## src/hdl/emsbh_map.vh

```
`ifndef EMSBH_MAP_VH
`define EMSBH_MAP_VH

// Quarter phases of one processor cycle, one system clock each
`define EMSBH_PH_W 2
`define EMSBH_PH_RISE 2'h0
`define EMSBH_PH_STROBE 2'h1
`define EMSBH_PH_LAST 2'h3
`define EMSBH_QUARTERS_PER_CYCLE 8'h04
// Strobe stays low two quarters plus four per wait state
`define EMSBH_STROBE_BASE 8'h02

// Sequencer states
`define EMSBH_ST_W 3
`define EMSBH_ST_IDLE 3'h0
`define EMSBH_ST_SETUP 3'h1
`define EMSBH_ST_STROBE 3'h2
`define EMSBH_ST_HOLD 3'h3
`define EMSBH_ST_RELEASE 3'h4
`define EMSBH_ST_GRANTED 3'h5
`define EMSBH_ST_RETAKE 3'h6

// Memory space codes on the request port
`define EMSBH_SPACE_W 3
`define EMSBH_SPACE_PROGRAM 3'h0
`define EMSBH_SPACE_DATA 3'h1
`define EMSBH_SPACE_COMPOSITE 3'h2
`define EMSBH_SPACE_IO 3'h3
`define EMSBH_SPACE_BYTE 3'h4

// Select vector bit positions
`define EMSBH_SEL_PROGRAM 0
`define EMSBH_SEL_DATA 1
`define EMSBH_SEL_COMPOSITE 2
`define EMSBH_SEL_IO 3
`define EMSBH_SEL_BYTE 4
`define EMSBH_SEL_NONE 5'h1F

`endif
```

## src/hdl/emsbh_ctrl.v

```verilog
// Notes on behaviour
// - Bus request is synchronised, acted on next boundary with no strobe low
// - Float selects and strobes before grant goes low
// - Raise grant first, then drive selects and strobes
// - Hung output low when core needs granted bus
// - Read strobe falls one quarter after clock rise
// - Address and select stable one quarter before strobe
// - Write data driven for whole write strobe
// - Write data held one quarter after strobe rise
// - Write data enabled only with strobe fall
// - Half cycle gap after strobe rise
// - Write strobe falls one quarter after clock rise
`timescale 1ns/100ps
`default_nettype none
`include "emsbh_map.vh"

module emsbh_ctrl #(
  parameter ADDR_W = 14,
  parameter DATA_W = 24,
  parameter WAIT_W = 3
) (
  input wire MCLK_I,
  input wire RSTN_I,
  input wire ACC_REQ_I,
  input wire ACC_WRITE_I,
  input wire [`EMSBH_SPACE_W-1:0] ACC_SPACE_I,
  input wire [ADDR_W-1:0] ACC_ADDR_I,
  input wire [DATA_W-1:0] ACC_WDATA_I,
  input wire [WAIT_W-1:0] ACC_WAIT_I,
  input wire CORE_NEED_BUS_I,
  output reg ACC_ACK_O,
  output reg ACC_WR_DONE_O,
  output reg RD_VALID_O,
  output reg [DATA_W-1:0] RD_DATA_O,
  output reg PROCESSOR_CLOCK_OUT_O,
  output reg [ADDR_W-1:0] ADDR_O,
  output reg [4:0] MEMORY_SPACE_SELECTS_N_O,
  output reg RD_N_O,
  output reg WR_N_O,
  output reg CTRL_OE_N_O,
  input wire [DATA_W-1:0] DATA_I,
  output reg [DATA_W-1:0] DATA_O,
  output reg DATA_OE_N_O,
  input wire EXT_BUS_REQUEST_N_I,
  output reg BUS_GRANT_OUT_N_O,
  output reg GRANT_HUNG_N_O
);

  reg [`EMSBH_PH_W-1:0] phase_q;
  reg [`EMSBH_ST_W-1:0] state_q;
  reg [`EMSBH_ST_W-1:0] state_d;
  reg [7:0] count_q;
  reg write_q;
  reg br_meta_q;
  reg br_sync_q;
  reg [DATA_W-1:0] din_meta_q;
  reg [DATA_W-1:0] din_sync_q;
  reg [1:0] rd_pipe_q;
  reg [4:0] sel_dec;
  wire boundary;
  wire bus_req;
  wire take_req;
  wire strobe_end;

  assign boundary = (phase_q == `EMSBH_PH_LAST);
  assign bus_req = br_sync_q;
  assign take_req = ACC_REQ_I && boundary && !bus_req;
  assign strobe_end = (count_q == 8'h01);

  always @* begin
    sel_dec = `EMSBH_SEL_NONE;
    case (ACC_SPACE_I)
      `EMSBH_SPACE_PROGRAM: sel_dec[`EMSBH_SEL_PROGRAM] = 1'b0;
      `EMSBH_SPACE_DATA: sel_dec[`EMSBH_SEL_DATA] = 1'b0;
      `EMSBH_SPACE_COMPOSITE: sel_dec[`EMSBH_SEL_COMPOSITE] = 1'b0;
      `EMSBH_SPACE_IO: sel_dec[`EMSBH_SEL_IO] = 1'b0;
      `EMSBH_SPACE_BYTE: sel_dec[`EMSBH_SEL_BYTE] = 1'b0;
      default: sel_dec = `EMSBH_SEL_NONE;
    endcase
  end

  // Two-stage synchronisers for the request pin and the data bus
  always @(posedge MCLK_I or negedge RSTN_I) begin
    if (!RSTN_I) begin
      br_meta_q <= 1'b0;
      br_sync_q <= 1'b0;
      din_meta_q <= {DATA_W{1'b0}};
      din_sync_q <= {DATA_W{1'b0}};
    end else begin
      br_meta_q <= ~EXT_BUS_REQUEST_N_I;
      br_sync_q <= br_meta_q;
      din_meta_q <= DATA_I;
      din_sync_q <= din_meta_q;
    end
  end

  always @* begin
    state_d = state_q;
    case (state_q)
      `EMSBH_ST_IDLE, `EMSBH_ST_HOLD: begin
        if (boundary && bus_req) begin
          state_d = `EMSBH_ST_RELEASE;
        end else if (take_req) begin
          state_d = `EMSBH_ST_SETUP;
        end else if (state_q == `EMSBH_ST_HOLD) begin
          state_d = `EMSBH_ST_IDLE;
        end
      end
      `EMSBH_ST_SETUP: state_d = `EMSBH_ST_STROBE;
      `EMSBH_ST_STROBE: begin
        if (strobe_end) begin
          state_d = `EMSBH_ST_HOLD;
        end
      end
      `EMSBH_ST_RELEASE: state_d = `EMSBH_ST_GRANTED;
      `EMSBH_ST_GRANTED: begin
        if (!bus_req) begin
          state_d = `EMSBH_ST_RETAKE;
        end
      end
      `EMSBH_ST_RETAKE: state_d = `EMSBH_ST_IDLE;
      default: state_d = `EMSBH_ST_IDLE;
    endcase
  end

  always @(posedge MCLK_I or negedge RSTN_I) begin
    if (!RSTN_I) begin
      phase_q <= `EMSBH_PH_LAST;
      state_q <= `EMSBH_ST_IDLE;
      count_q <= 8'h00;
      write_q <= 1'b0;
      rd_pipe_q <= 2'b00;
      ACC_ACK_O <= 1'b0;
      ACC_WR_DONE_O <= 1'b0;
      RD_VALID_O <= 1'b0;
      RD_DATA_O <= {DATA_W{1'b0}};
      PROCESSOR_CLOCK_OUT_O <= 1'b0;
      ADDR_O <= {ADDR_W{1'b0}};
      MEMORY_SPACE_SELECTS_N_O <= `EMSBH_SEL_NONE;
      RD_N_O <= 1'b1;
      WR_N_O <= 1'b1;
      CTRL_OE_N_O <= 1'b0;
      DATA_O <= {DATA_W{1'b0}};
      DATA_OE_N_O <= 1'b1;
      BUS_GRANT_OUT_N_O <= 1'b1;
      GRANT_HUNG_N_O <= 1'b1;
    end else begin
      phase_q <= phase_q + 2'h1;
      // Output clock high for the first two quarters of each cycle
      PROCESSOR_CLOCK_OUT_O <= (phase_q == `EMSBH_PH_LAST) || (phase_q == `EMSBH_PH_RISE);
      state_q <= state_d;
      ACC_ACK_O <= 1'b0;
      ACC_WR_DONE_O <= 1'b0;
      RD_VALID_O <= 1'b0;
      rd_pipe_q <= {rd_pipe_q[0], 1'b0};
      if (rd_pipe_q[1]) begin
        RD_VALID_O <= 1'b1;
        RD_DATA_O <= din_sync_q;
      end
      case (state_d)
        `EMSBH_ST_SETUP: begin
          if (state_q != `EMSBH_ST_SETUP) begin
            ACC_ACK_O <= 1'b1;
            write_q <= ACC_WRITE_I;
            // Address and select lead the strobe by one quarter
            ADDR_O <= ACC_ADDR_I;
            MEMORY_SPACE_SELECTS_N_O <= sel_dec;
            DATA_O <= ACC_WDATA_I;
            count_q <= `EMSBH_STROBE_BASE + ({{(8-WAIT_W){1'b0}}, ACC_WAIT_I}
              * `EMSBH_QUARTERS_PER_CYCLE);
          end
          DATA_OE_N_O <= 1'b1;
        end
        `EMSBH_ST_STROBE: begin
          if (state_q == `EMSBH_ST_SETUP) begin
            RD_N_O <= write_q;
            WR_N_O <= ~write_q;
            DATA_OE_N_O <= ~write_q;
          end else begin
            count_q <= count_q - 8'h01;
          end
        end
        `EMSBH_ST_HOLD: begin
          if (state_q == `EMSBH_ST_STROBE) begin
            RD_N_O <= 1'b1;
            WR_N_O <= 1'b1;
            ACC_WR_DONE_O <= write_q;
            rd_pipe_q <= {rd_pipe_q[0], ~write_q};
          end
        end
        `EMSBH_ST_IDLE: begin
          DATA_OE_N_O <= 1'b1;
          if (state_q == `EMSBH_ST_RETAKE) begin
            CTRL_OE_N_O <= 1'b0;
          end
        end
        `EMSBH_ST_RELEASE: begin
          DATA_OE_N_O <= 1'b1;
          CTRL_OE_N_O <= 1'b1;
          MEMORY_SPACE_SELECTS_N_O <= `EMSBH_SEL_NONE;
        end
        `EMSBH_ST_GRANTED: begin
          BUS_GRANT_OUT_N_O <= 1'b0;
          GRANT_HUNG_N_O <= ~(ACC_REQ_I | CORE_NEED_BUS_I);
        end
        `EMSBH_ST_RETAKE: begin
          BUS_GRANT_OUT_N_O <= 1'b1;
          GRANT_HUNG_N_O <= 1'b1;
        end
        default: begin
          DATA_OE_N_O <= 1'b1;
        end
      endcase
      // Back-to-back: next strobe cannot fall before two quarters after rise
      if (state_q == `EMSBH_ST_HOLD && state_d != `EMSBH_ST_HOLD) begin
        DATA_OE_N_O <= 1'b1;
      end
    end
  end

endmodule // emsbh_ctrl

`default_nettype wire

```

## config.mk

```make
export PLATFORM = sky130hd
export DESIGN_NAME = emsbh_ctrl
export DESIGN_NICKNAME = d
export VERILOG_FILES = /design/src/hdl/emsbh_ctrl.v
export VERILOG_INCLUDE_DIRS = /design/src /design/src/hdl
export SDC_FILE = /design/constraint.sdc
export NUM_CORES = 1
export LEC_CHECK = 0
export ABC_CLOCK_PERIOD_IN_PS = 1700
export BUFFER_PORTS_ARGS = -buffer_cell sky130_fd_sc_hd__buf_2
export CORE_MARGIN = 1.5
export CORE_UTILIZATION = 45
export DETAILED_ROUTE_END_ITERATION = 12
export GPL_TIMING_DRIVEN = 1
export HOLD_SLACK_MARGIN = 0.15
export PLACE_DENSITY = 0.71
export SLEW_MARGIN = 15
export SYNTH_ARGS = -nofsm -noshare
export SYNTH_HDL_FRONTEND = slang
export SYNTH_SLANG_ARGS = --single-unit
```

## constraint.sdc

```tcl
create_clock -name MCLK_I -period 1.7 [get_ports MCLK_I]
set_input_delay 0.255 -clock MCLK_I [delete_from_list [all_inputs] [get_ports MCLK_I]]
set_output_delay 0.255 -clock MCLK_I [all_outputs]
set_load 0.02 [all_outputs]
```

==> key figures, run 1 <==
Pwr
  – Combinational power share: 0.041
  – Psw: between 1500 and 2000 uW
  – Lkg Pwr: 0.00390 uW
  – Peak VDD IR: between 0.5 and 0.6 mV
  – Pwr per Cell Area: around 990 nW/um2
  – Seq pwr share: 0.476
  – Clock power share: 0.483
  – Sw Ratio: 0.209
  – Pint: slightly below 6000 uW

Detailed routing
  – Drt drc: 0
  – TritonRoute pass-1 iters: 4
  – Routed via count: 3810
  – ANT nets after route: 0
  – DR vias/cell: roughly 4.8
  – Final wirelength: roughly 11000 um
  – Post-DR wirelength/cell: approximately 14 um
  – Detailed Route Iter0 Violations: between 200 and 250

STA
  – Setup violators final: 0
  – Period Utilization, post-route: 0.962
  – Setup TNS: 0 ps
  – Final Hold Vio Count: 0
  – Max-slew headroom: 0.750
  – Fin crit period: 1640 ps
  – Tightest Pin Transition: between 300 and 400 ps
  – Fin. max-slew vios: 0
  – Setup Skew: around 6.8 ps
  – Max Freq: around 0.61 GHz

CTS
  – Htree depth: 4
  – CTS buffer count: 17
  – Clock Root Buffer: clkbuf_8
  – Clock Latency Late Sink: between 500 and 600 ps
  – Clock sinks: roughly 140
  – Clock transition at path regs: roughly 60 ps
  – CTS Buffer Depth: 2
  – CTS tree: built

Placed design
  – Post-DP HPWL: between 7000 and 8000 um
  – GP Congestion: about 0.78
  – Port bufs: 150

Logic synthesis
  – Share of the yosys chip area belonging to registers: 0.716
  – Synth Instances: between 400 and 500
  – Largest family of logic cells by synthesized area: simple AND/OR/NAND/NOR gates
  – EDFF count, synth: 0
  – Synth Warn #: 0
  – Post-Synth Adder-Cell Area: 0.00748
  – Top FF cell, synth: dfrtp_1
  – Post-synthesis compound-gate area fraction: 0.0476
  – Post-Synth XOR/XNOR Area: 0.00349
  – Post-Syn Area: between 5000 and 6000 um2
  – Post-Synth Simple-Gate Area: 0.147
  – Net Count, Synth: 478
  – Synth Area per Inst: roughly 13 um2
  – Synth async-reset ratio: 1.00
  – Post-synthesis mux area share: 0.0561
  – #FFs+latches synth: about 140
  – Distinct cells, synth: 42

GRT
  – First-pass GRT wire length: 18400 um
  – Congestion Overflow GR: 0
  – Number of global-route vias before repair: between 4000 and 5000
  – Largest net degree at the start of global routing: 62
  – Initial antenna violation count: 0
  – Overall Global Routing Usage: 0.202

Floorplan
  – Io pins: between 150 and 200
  – Row cnt: 38
  – Initial core utilization: 0.463
  – Die area: 11800 um2
  – Die width: ~110 um
  – Die Span Y: approximately 110 um
  – CORE AREA: around 11000 um2

Final layout
  – Commonest non-fill, non-tap cell in the layout: buf_2
  – ANT cells: 0
  – Final core occ: 0.680
  – Most frequent cells in the layout: buf_2 (149), dfrtp_1 (129), nand2_1 (122)
  – P&R area growth vs syn: 46.8%
  – Share of cells above drive strength 1: 0.377
  – Nets@finish: 720

Min path
  – Worst min path class: in2async

Critical path
  – Worst Path Arrival: between 2000 and 2500 ps
  – Crit path max fanout: 8
  – Critical path required time: about 2100 ps
  – Worst Setup End Kind: register
  – CP Launch Type: register
  – Crit path kind: reg2reg
  – R2R depth: 4

Flow run
  – Maxcap violations: 0

Run status
  – Outcome: completed
==> cells in the mapped netlist (2+ instances only) <==
cell type	number	share of area
mux2_2	25	0.056
buf_2	9	0.0090
nand2_1	122	0.091
o22ai_1	2	0.0025
nand4_1	3	0.0037
a22oi_1	3	0.0045
o21ai_0	16	0.016
clkbuf_1	6	0.0045
nor3b_1	2	0.0030
a211oi_1	4	0.0060
dfstp_2	12	0.063
ha_1	3	0.0075
xnor2_1	2	0.0035
nor4b_1	3	0.0052
nor2_1	16	0.012
nand2b_1	4	0.0050
inv_1	9	0.0067
dfrtp_1	131	0.65
nor2b_1	2	0.0025
nor3_1	2	0.0020
nand3_1	4	0.0040
==> registers in the layout, summed over array words and instances, names as in the netlist <==
register / flops
DATA_O: 24
RD_DATA_O: 24
din_meta_q: 24
din_sync_q: 24
ADDR_O: 14
count_q: 8
MEMORY_SPACE_SELECTS_N_O: 5
state_q: 3
phase_q: 2
rd_pipe_q: 2
ACC_ACK_O: 1
ACC_WR_DONE_O: 1
BUS_GRANT_OUT_N_O: 1
CTRL_OE_N_O: 1
DATA_OE_N_O: 1
GRANT_HUNG_N_O: 1
PROCESSOR_CLOCK_OUT_O: 1
RD_N_O: 1
RD_VALID_O: 1
WR_N_O: 1
br_meta_q: 1
br_sync_q: 1
write_q: 1
==> worst max-delay path, cell delays in order (launching register included) <==
cell,delay (ps)
dfrtp_1,460
or3b_4,480
a2111oi_4,360
xnor2_1,180
nor2_2,50
==> layout make-up <==
type / count / area, um2
fill: 803 / 3470
tap: 140 / 175
sequential: 143 / 3600
clock inverter: 11 / 133
inverter: 10 / 38.8
timing repair buffer: 239 / 1650
multi-input combinational: 232 / 1340
clock buffer: 21 / 439
==> layer usage <==
layer,global-route usage,up-vias,part of all wire
met5,0,-,0
met4,0.0874,0,0.019
met3,0.0538,18,0.059
met2,0.333,142,0.50
met1,0.252,1852,0.42
li1,-,1798,-
==> path summary, 6_finish.rpt <==
| check | from | to | slack (ps) |
|---|---|---|---|
| max in group asynchronous | RSTN_I | MEMORY_SPACE_SELECTS_N_O[1] | 880 |
| setup reg to reg | state_q[2] | count_q[5] | 60 |
| hold / removal | RSTN_I | RD_DATA_O[23] | 190 |
| min in group MCLK_I | ACC_REQ_I | GRANT_HUNG_N_O | 200 |
| hold reg to reg | din_meta_q[5] | din_sync_q[5] | 340 |
| setup / recovery | state_q[2] | count_q[5] | 60 |
==> what timing repair did <==
action,in CTS,in global routing
hold buffers,72,0
gates resized for setup,0,8
endpoints found under the hold margin,209,0
endpoints found under the setup margin,0,46
setup buffers,0,1
==> power by group through the flow <==
stage | logic (uW) | clock network, uW | registers (uW)
2_1_floorplan | 4.56 | 0 | 3540
3_3_place_gp | 166 | 0 | 3540
3_5_place_dp | 171 | 0 | 3540
4_1_cts | 302 | 3620 | 3480
5_1_grt | 332 | 3780 | 3480
6_report | 302 | 3530 | 3480
==> logic make-up (layout without fill, tap and decap cells) <==
logic type	after synthesis	in the layout
buffers and inverters	26	281
flip-flops	143	143
AO/OA/AOI/OAI	34	34
multiplexers	25	25
XOR/XNOR	2	2
adder cells (fa/ha/maj)	3	3
AND/OR/NAND/NOR	168	168
==> per-stage QoR <==
step                hold WS [ps]  cell area [um2]  total power, uW  cells  worst slack [ps]
floorplan                  -40.6             5020             3540    401               141
global placement             157             6030             3700    691               126
detailed placement           163             6030             3710    691              73.4
CTS                          158             7330             7400    795              18.1
global route                 197             7370             7590    796             -28.7
finish                       188             7370             7320    796              64.8
Power figures use the tool's default switching activity.
==> inputs of run 2 (changes only) <==
Settings changed: RECOVER_POWER set to 25.
==> key figures, run 2 (synthesis results as in run 1) <==
STA
  – Period Utilization, post-route: 0.962
  – Final Hold Vio Count: 0
  – Final hold slack: 199 ps
  – Max-slew headroom: 0.448
  – Fin. max-slew vios: 0
  – Max Freq: between 0.6 and 0.7 GHz
  – Setup violators final: 0
  – Tightest Pin Transition: 828 ps
  – Setup Skew: between 6 and 7 ps
  – Fin crit period: approximately 1600 ps
  – Setup TNS: 0 ps

Critical path
  – Critical path required time: 2090 ps
  – Crit path max fanout: 8
  – Worst Path Arrival: approximately 2000 ps
  – Worst Setup End Kind: register
  – CP bufs+invs: 0
  – Crit path kind: reg2reg
  – Crit-path max cell delay: about 480 ps
  – CP delay by family, top: simple AND/OR/NAND/NOR gates
  – CP Launch Type: register
  – Worst reg2reg startpoint: state_q[2]
  – CP Cell Sequence: or3b_4 > a2111oi_4 > xnor2_1 > nor2_2
  – CP startpoint: state_q[2]
  – Slowest CP cell: or3b_4

Flow run
  – Maxcap violations: 0

Final layout
  – Final core occ: 0.678
  – ANT cells: 0
  – P&R area growth vs syn: 46.5%
  – Commonest non-fill, non-tap cell in the layout: buf_2
  – Share of cells above drive strength 1: 0.377
  – Fillers: between 800 and 900
  – Fin cells: about 800
  – Final Instance Area: between 7000 and 8000 um2
  – Most frequent cells in the layout: buf_2 (149), dfrtp_1 (129), nand2_1 (122)
  – Nets@finish: a little over 700

CTS
  – CTS tree: built
  – Clock Root Buffer: clkbuf_8
  – Clock transition at path regs: ~60 ps
  – CTS buffer count: 17
  – Htree depth: 4
  – Clock Latency Late Sink: roughly 510 ps
  – CTS Buffer Depth: 2
  – Clock sinks: 143

Detailed routing
  – Detailed Route Iter0 Violations: 213
  – ANT nets after route: 0
  – Post-DR wirelength/cell: ~14 um
  – TritonRoute pass-1 iters: 5
  – Drt drc: 0
  – Routed via count: between 3000 and 4000
  – Final wirelength: approximately 11000 um
  – DR vias/cell: 4.79

Placed design
  – Placement Cell Area: roughly 6000 um2
  – GP Congestion: between 0.7 and 0.8
  – Port bufs: 150
  – Post-DP HPWL: roughly 7000 um
  – Placed cell count: ~690

Floorplan
  – Die width: 109 um
  – Row cnt: 38
  – Io pins: 151
  – Die area: about 12000 um2
  – CORE AREA: 10800 um2
  – Initial core utilization: 0.463
  – Die Span Y: about 110 um

GRT
  – Initial antenna violation count: 0
  – Largest net degree at the start of global routing: 62
  – Congestion Overflow GR: 0
  – First-pass GRT wire length: 18400 um
  – Number of global-route vias before repair: roughly 4000
  – Overall Global Routing Usage: 0.202

Run status
  – Outcome: completed

Pwr
  – Psw: between 1500 and 2000 uW
  – Combinational power share: 0.041
  – Sw Ratio: 0.209
  – Peak VDD IR: between 0.5 and 0.6 mV
  – Clock power share: 0.483
  – Pint: just under 6000 uW
  – Seq pwr share: 0.476
  – Lkg Pwr: 0.00390 uW
  – Pwr per Cell Area: 995 nW/um2

Min path
  – Worst min path class: in2reg
  – Min-Delay Startpoint: ACC_REQ_I
run 2: changes by cell type in the layout (fill, tap and decap cells not counted), sizes merged:
| cell | before | now |
|---|---|---|
| buf | 167 | 165 |
| clkbuf | 21 | 23 |
run 2: path summary, 6_finish.rpt:
path / cells past startpoint / end / slack, ps
min reg2reg: 0 / din_sync_q[5] / 340
min in group asynchronous: 2 / RD_DATA_O[23] / 380
max reg2reg: 4 / count_q[5] / 70
max: 4 / count_q[5] / 70
min: 3 / GRANT_HUNG_N_O / 200
max in group asynchronous: 3 / MEMORY_SPACE_SELECTS_N_O[1] / 360
run 2: area by class of cell:
type,instances,area [um2],area share
Clock inverter,11,133,0.0180
Sequential cell,143,3600,0.489
Tap cell,140,175,0.0238
Timing Repair Buffer,239,1630,0.222
Multi-Input combinational cell,232,1340,0.182
Clock buffer,21,439,0.0597
Inverter,10,38.8,0.00528
run 2: per-layer routing:
metal / up-vias / GRT usage / share of wire
met5: - / 0 / 0
li1: 1798 / - / -
met3: 15 / 0.0538 / 0.060
met2: 143 / 0.333 / 0.51
met4: 0 / 0.0874 / 0.017
met1: 1860 / 0.252 / 0.42
run 2: power by group through the flow:
stage / Clock (uW) / Combinational [uW] / Sequential (uW)
after floorplan: 0 / 4.56 / 3540
after global placement: 0 / 166 / 3540
after detailed placement: 0 / 171 / 3540
after CTS: 3620 / 302 / 3480
after global routing: 3780 / 327 / 3480
final: 3530 / 298 / 3480
run 2: timing repair:
item | 4_1_cts | 5_1_grt
setup endpoints to repair | 0 | 46
hold buffers | 72 | 0
buffers inserted | 0 | 1
endpoints found under the hold margin | 209 | 0
gates resized for setup | 0 | 8
run 2: worst register-to-register path, delay by kind of cell (launching register included):
| family | cells | cell delay, ps |
|---|---|---|
| AND/OR/NAND/NOR | 2 | 530 |
| flip-flops | 1 | 460 |
| AO/OA/AOI/OAI | 1 | 360 |
| XOR/XNOR | 1 | 180 |
run 2: per-stage QoR:
stage          setup slack (ps)  power, uW
6_report                   65.1       7310
5_1_grt                   -28.7       7590
4_1_cts                    18.1       7400
3_5_place_dp               73.4       3710
3_3_place_gp                126       3700
2_1_floorplan               141       3540
==> inputs of run 3 (changes only) <==
Settings changed: BUFFER_PORTS_ARGS -buffer_cell sky130_fd_sc_hd__buf_2 to -buffer_cell sky130_fd_sc_hd__buf_4.
==> key figures, run 3 (synthesis results as in run 1) <==
Run status
  – Outcome: completed

Floorplan
  – Row cnt: 38
  – Die Span Y: roughly 110 um
  – Die area: about 12000 um2
  – Die width: 109 um
  – CORE AREA: between 10000 and 15000 um2
  – Io pins: about 150
  – Initial core utilization: 0.463

STA
  – Setup TNS: 0 ps
  – Period Utilization, post-route: 0.963
  – Fin crit period: about 1600 ps
  – Setup ws final: 62.2 ps
  – Setup violators final: 0
  – Final Hold Vio Count: 0
  – Tightest Pin Transition: ~1000 ps
  – Setup Skew: 9.44 ps
  – Max-slew headroom: 0.349
  – Max Freq: about 0.6 GHz
  – Fin. max-slew vios: 0

GRT
  – Largest net degree at the start of global routing: 50
  – First-pass GRT wire length: around 19000 um
  – Congestion Overflow GR: 0
  – Number of global-route vias before repair: ~3900
  – Overall Global Routing Usage: 0.205
  – Initial antenna violation count: 0

Detailed routing
  – Final wirelength: ~12000 um
  – DR vias/cell: between 4 and 5
  – Post-DR wirelength/cell: about 15 um
  – Detailed Route Iter0 Violations: approximately 240
  – ANT nets after route: 0
  – Drt drc: 0
  – Routed via count: ~3800
  – TritonRoute pass-1 iters: 4

Placed design
  – Port bufs: 150
  – Post-Place Worst Slack: around 90 ps
  – Post-DP HPWL: 7130 um
  – GP Congestion: 0.762
  – Placed cell count: 694

Pwr
  – Lkg Pwr: 0.00395 uW
  – Peak VDD IR: slightly above 0.5 mV
  – Pwr per Cell Area: between 900 and 1000 nW/um2

Critical path
  – Crit path max fanout: 8
  – Worst Path Arrival: 2040 ps
  – Crit path kind: reg2reg
  – Worst Setup End Kind: register
  – CP Launch Type: register
  – Critical path required time: 2100 ps

Min path
  – Worst min path class: in2reg

Final layout
  – P&R area growth vs syn: 53.1%
  – Share of cells above drive strength 1: 0.384
  – ANT cells: 0
  – Nets@finish: 721
  – Fin cells: around 800
  – Most frequent cells in the layout: buf_4 (140), dfrtp_1 (130), nand2_1 (122)
  – Fillers: 750
  – Final core occ: 0.709
  – Commonest non-fill, non-tap cell in the layout: buf_4

CTS
  – CTS buffer count: 17
  – Clock transition at path regs: around 60 ps
  – Clock Root Buffer: clkbuf_8
  – Clock sinks: around 140
  – CTS tree: built
  – Clock Latency Late Sink: 500 ps
  – Setup repair bufs after CTS: 0
  – Htree depth: 4
  – CTS Buffer Depth: 2

Flow run
  – Maxcap violations: 0
==> run 3: final cells by class <==
type                    count  area [um2]  share of cell area
clock buffers              17         414              0.0539
flip-flops and latches    143        3590               0.468
multi-input cells         232        1350               0.176
repair buffers            240        1990               0.259
well taps                 140         175              0.0228
clock inverters            14         121              0.0158
inverters                  10        37.5             0.00488
==> run 3: path summary, 6_finish.rpt <==
check,depth (start not counted),slack [ps],from,endpoint
hold / removal,3,180,ACC_REQ_I,GRANT_HUNG_N_O
max in group asynchronous,3,380,RSTN_I,MEMORY_SPACE_SELECTS_N_O[2]
setup reg to reg,4,60,state_q[2],count_q[4]
min in group asynchronous,2,450,RSTN_I,din_meta_q[16]
hold reg to reg,0,340,br_meta_q,br_sync_q
setup / recovery,4,60,state_q[2],count_q[4]
==> run 3: critical path, cell delays in order, from the launching register on <==
cell and delay, ps:
dfrtp_1 450, or3b_4 480, a31oi_4 260, nor3_1 100
a211oi_2 240
==> run 3: repair_timing <==
| item | CTS | global route |
|---|---|---|
| gates resized for setup | 0 | 8 |
| hold buffers | 71 | 0 |
| endpoints found under the hold margin | 210 | 0 |
| endpoints found under the setup margin | 0 | 38 |
==> run 3: power by group <==
part	switching, uW	internal [uW]	total (uW)
sequential	15.6	3460	3480
combinational	125	221	346
clock	1470	1830	3300
==> run 3: stage by stage <==
step,hold slack (ps),power (uW),cell area (um2)
detailed placement,185,3760,6400
floorplan,-40.6,3540,5020
global placement,178,3750,6400
finish,183,7120,7680
global route,210,7410,7680
CTS,152,7230,7650
==> run 3: layer usage <==
metal  GRT usage  routed length [um]  up-vias
met5           0                   0        -
met4      0.0630                 108        0
met3      0.0574                 655       10
met2       0.341                5880      121
met1       0.261                4940     1826
li1            -                   -     1811
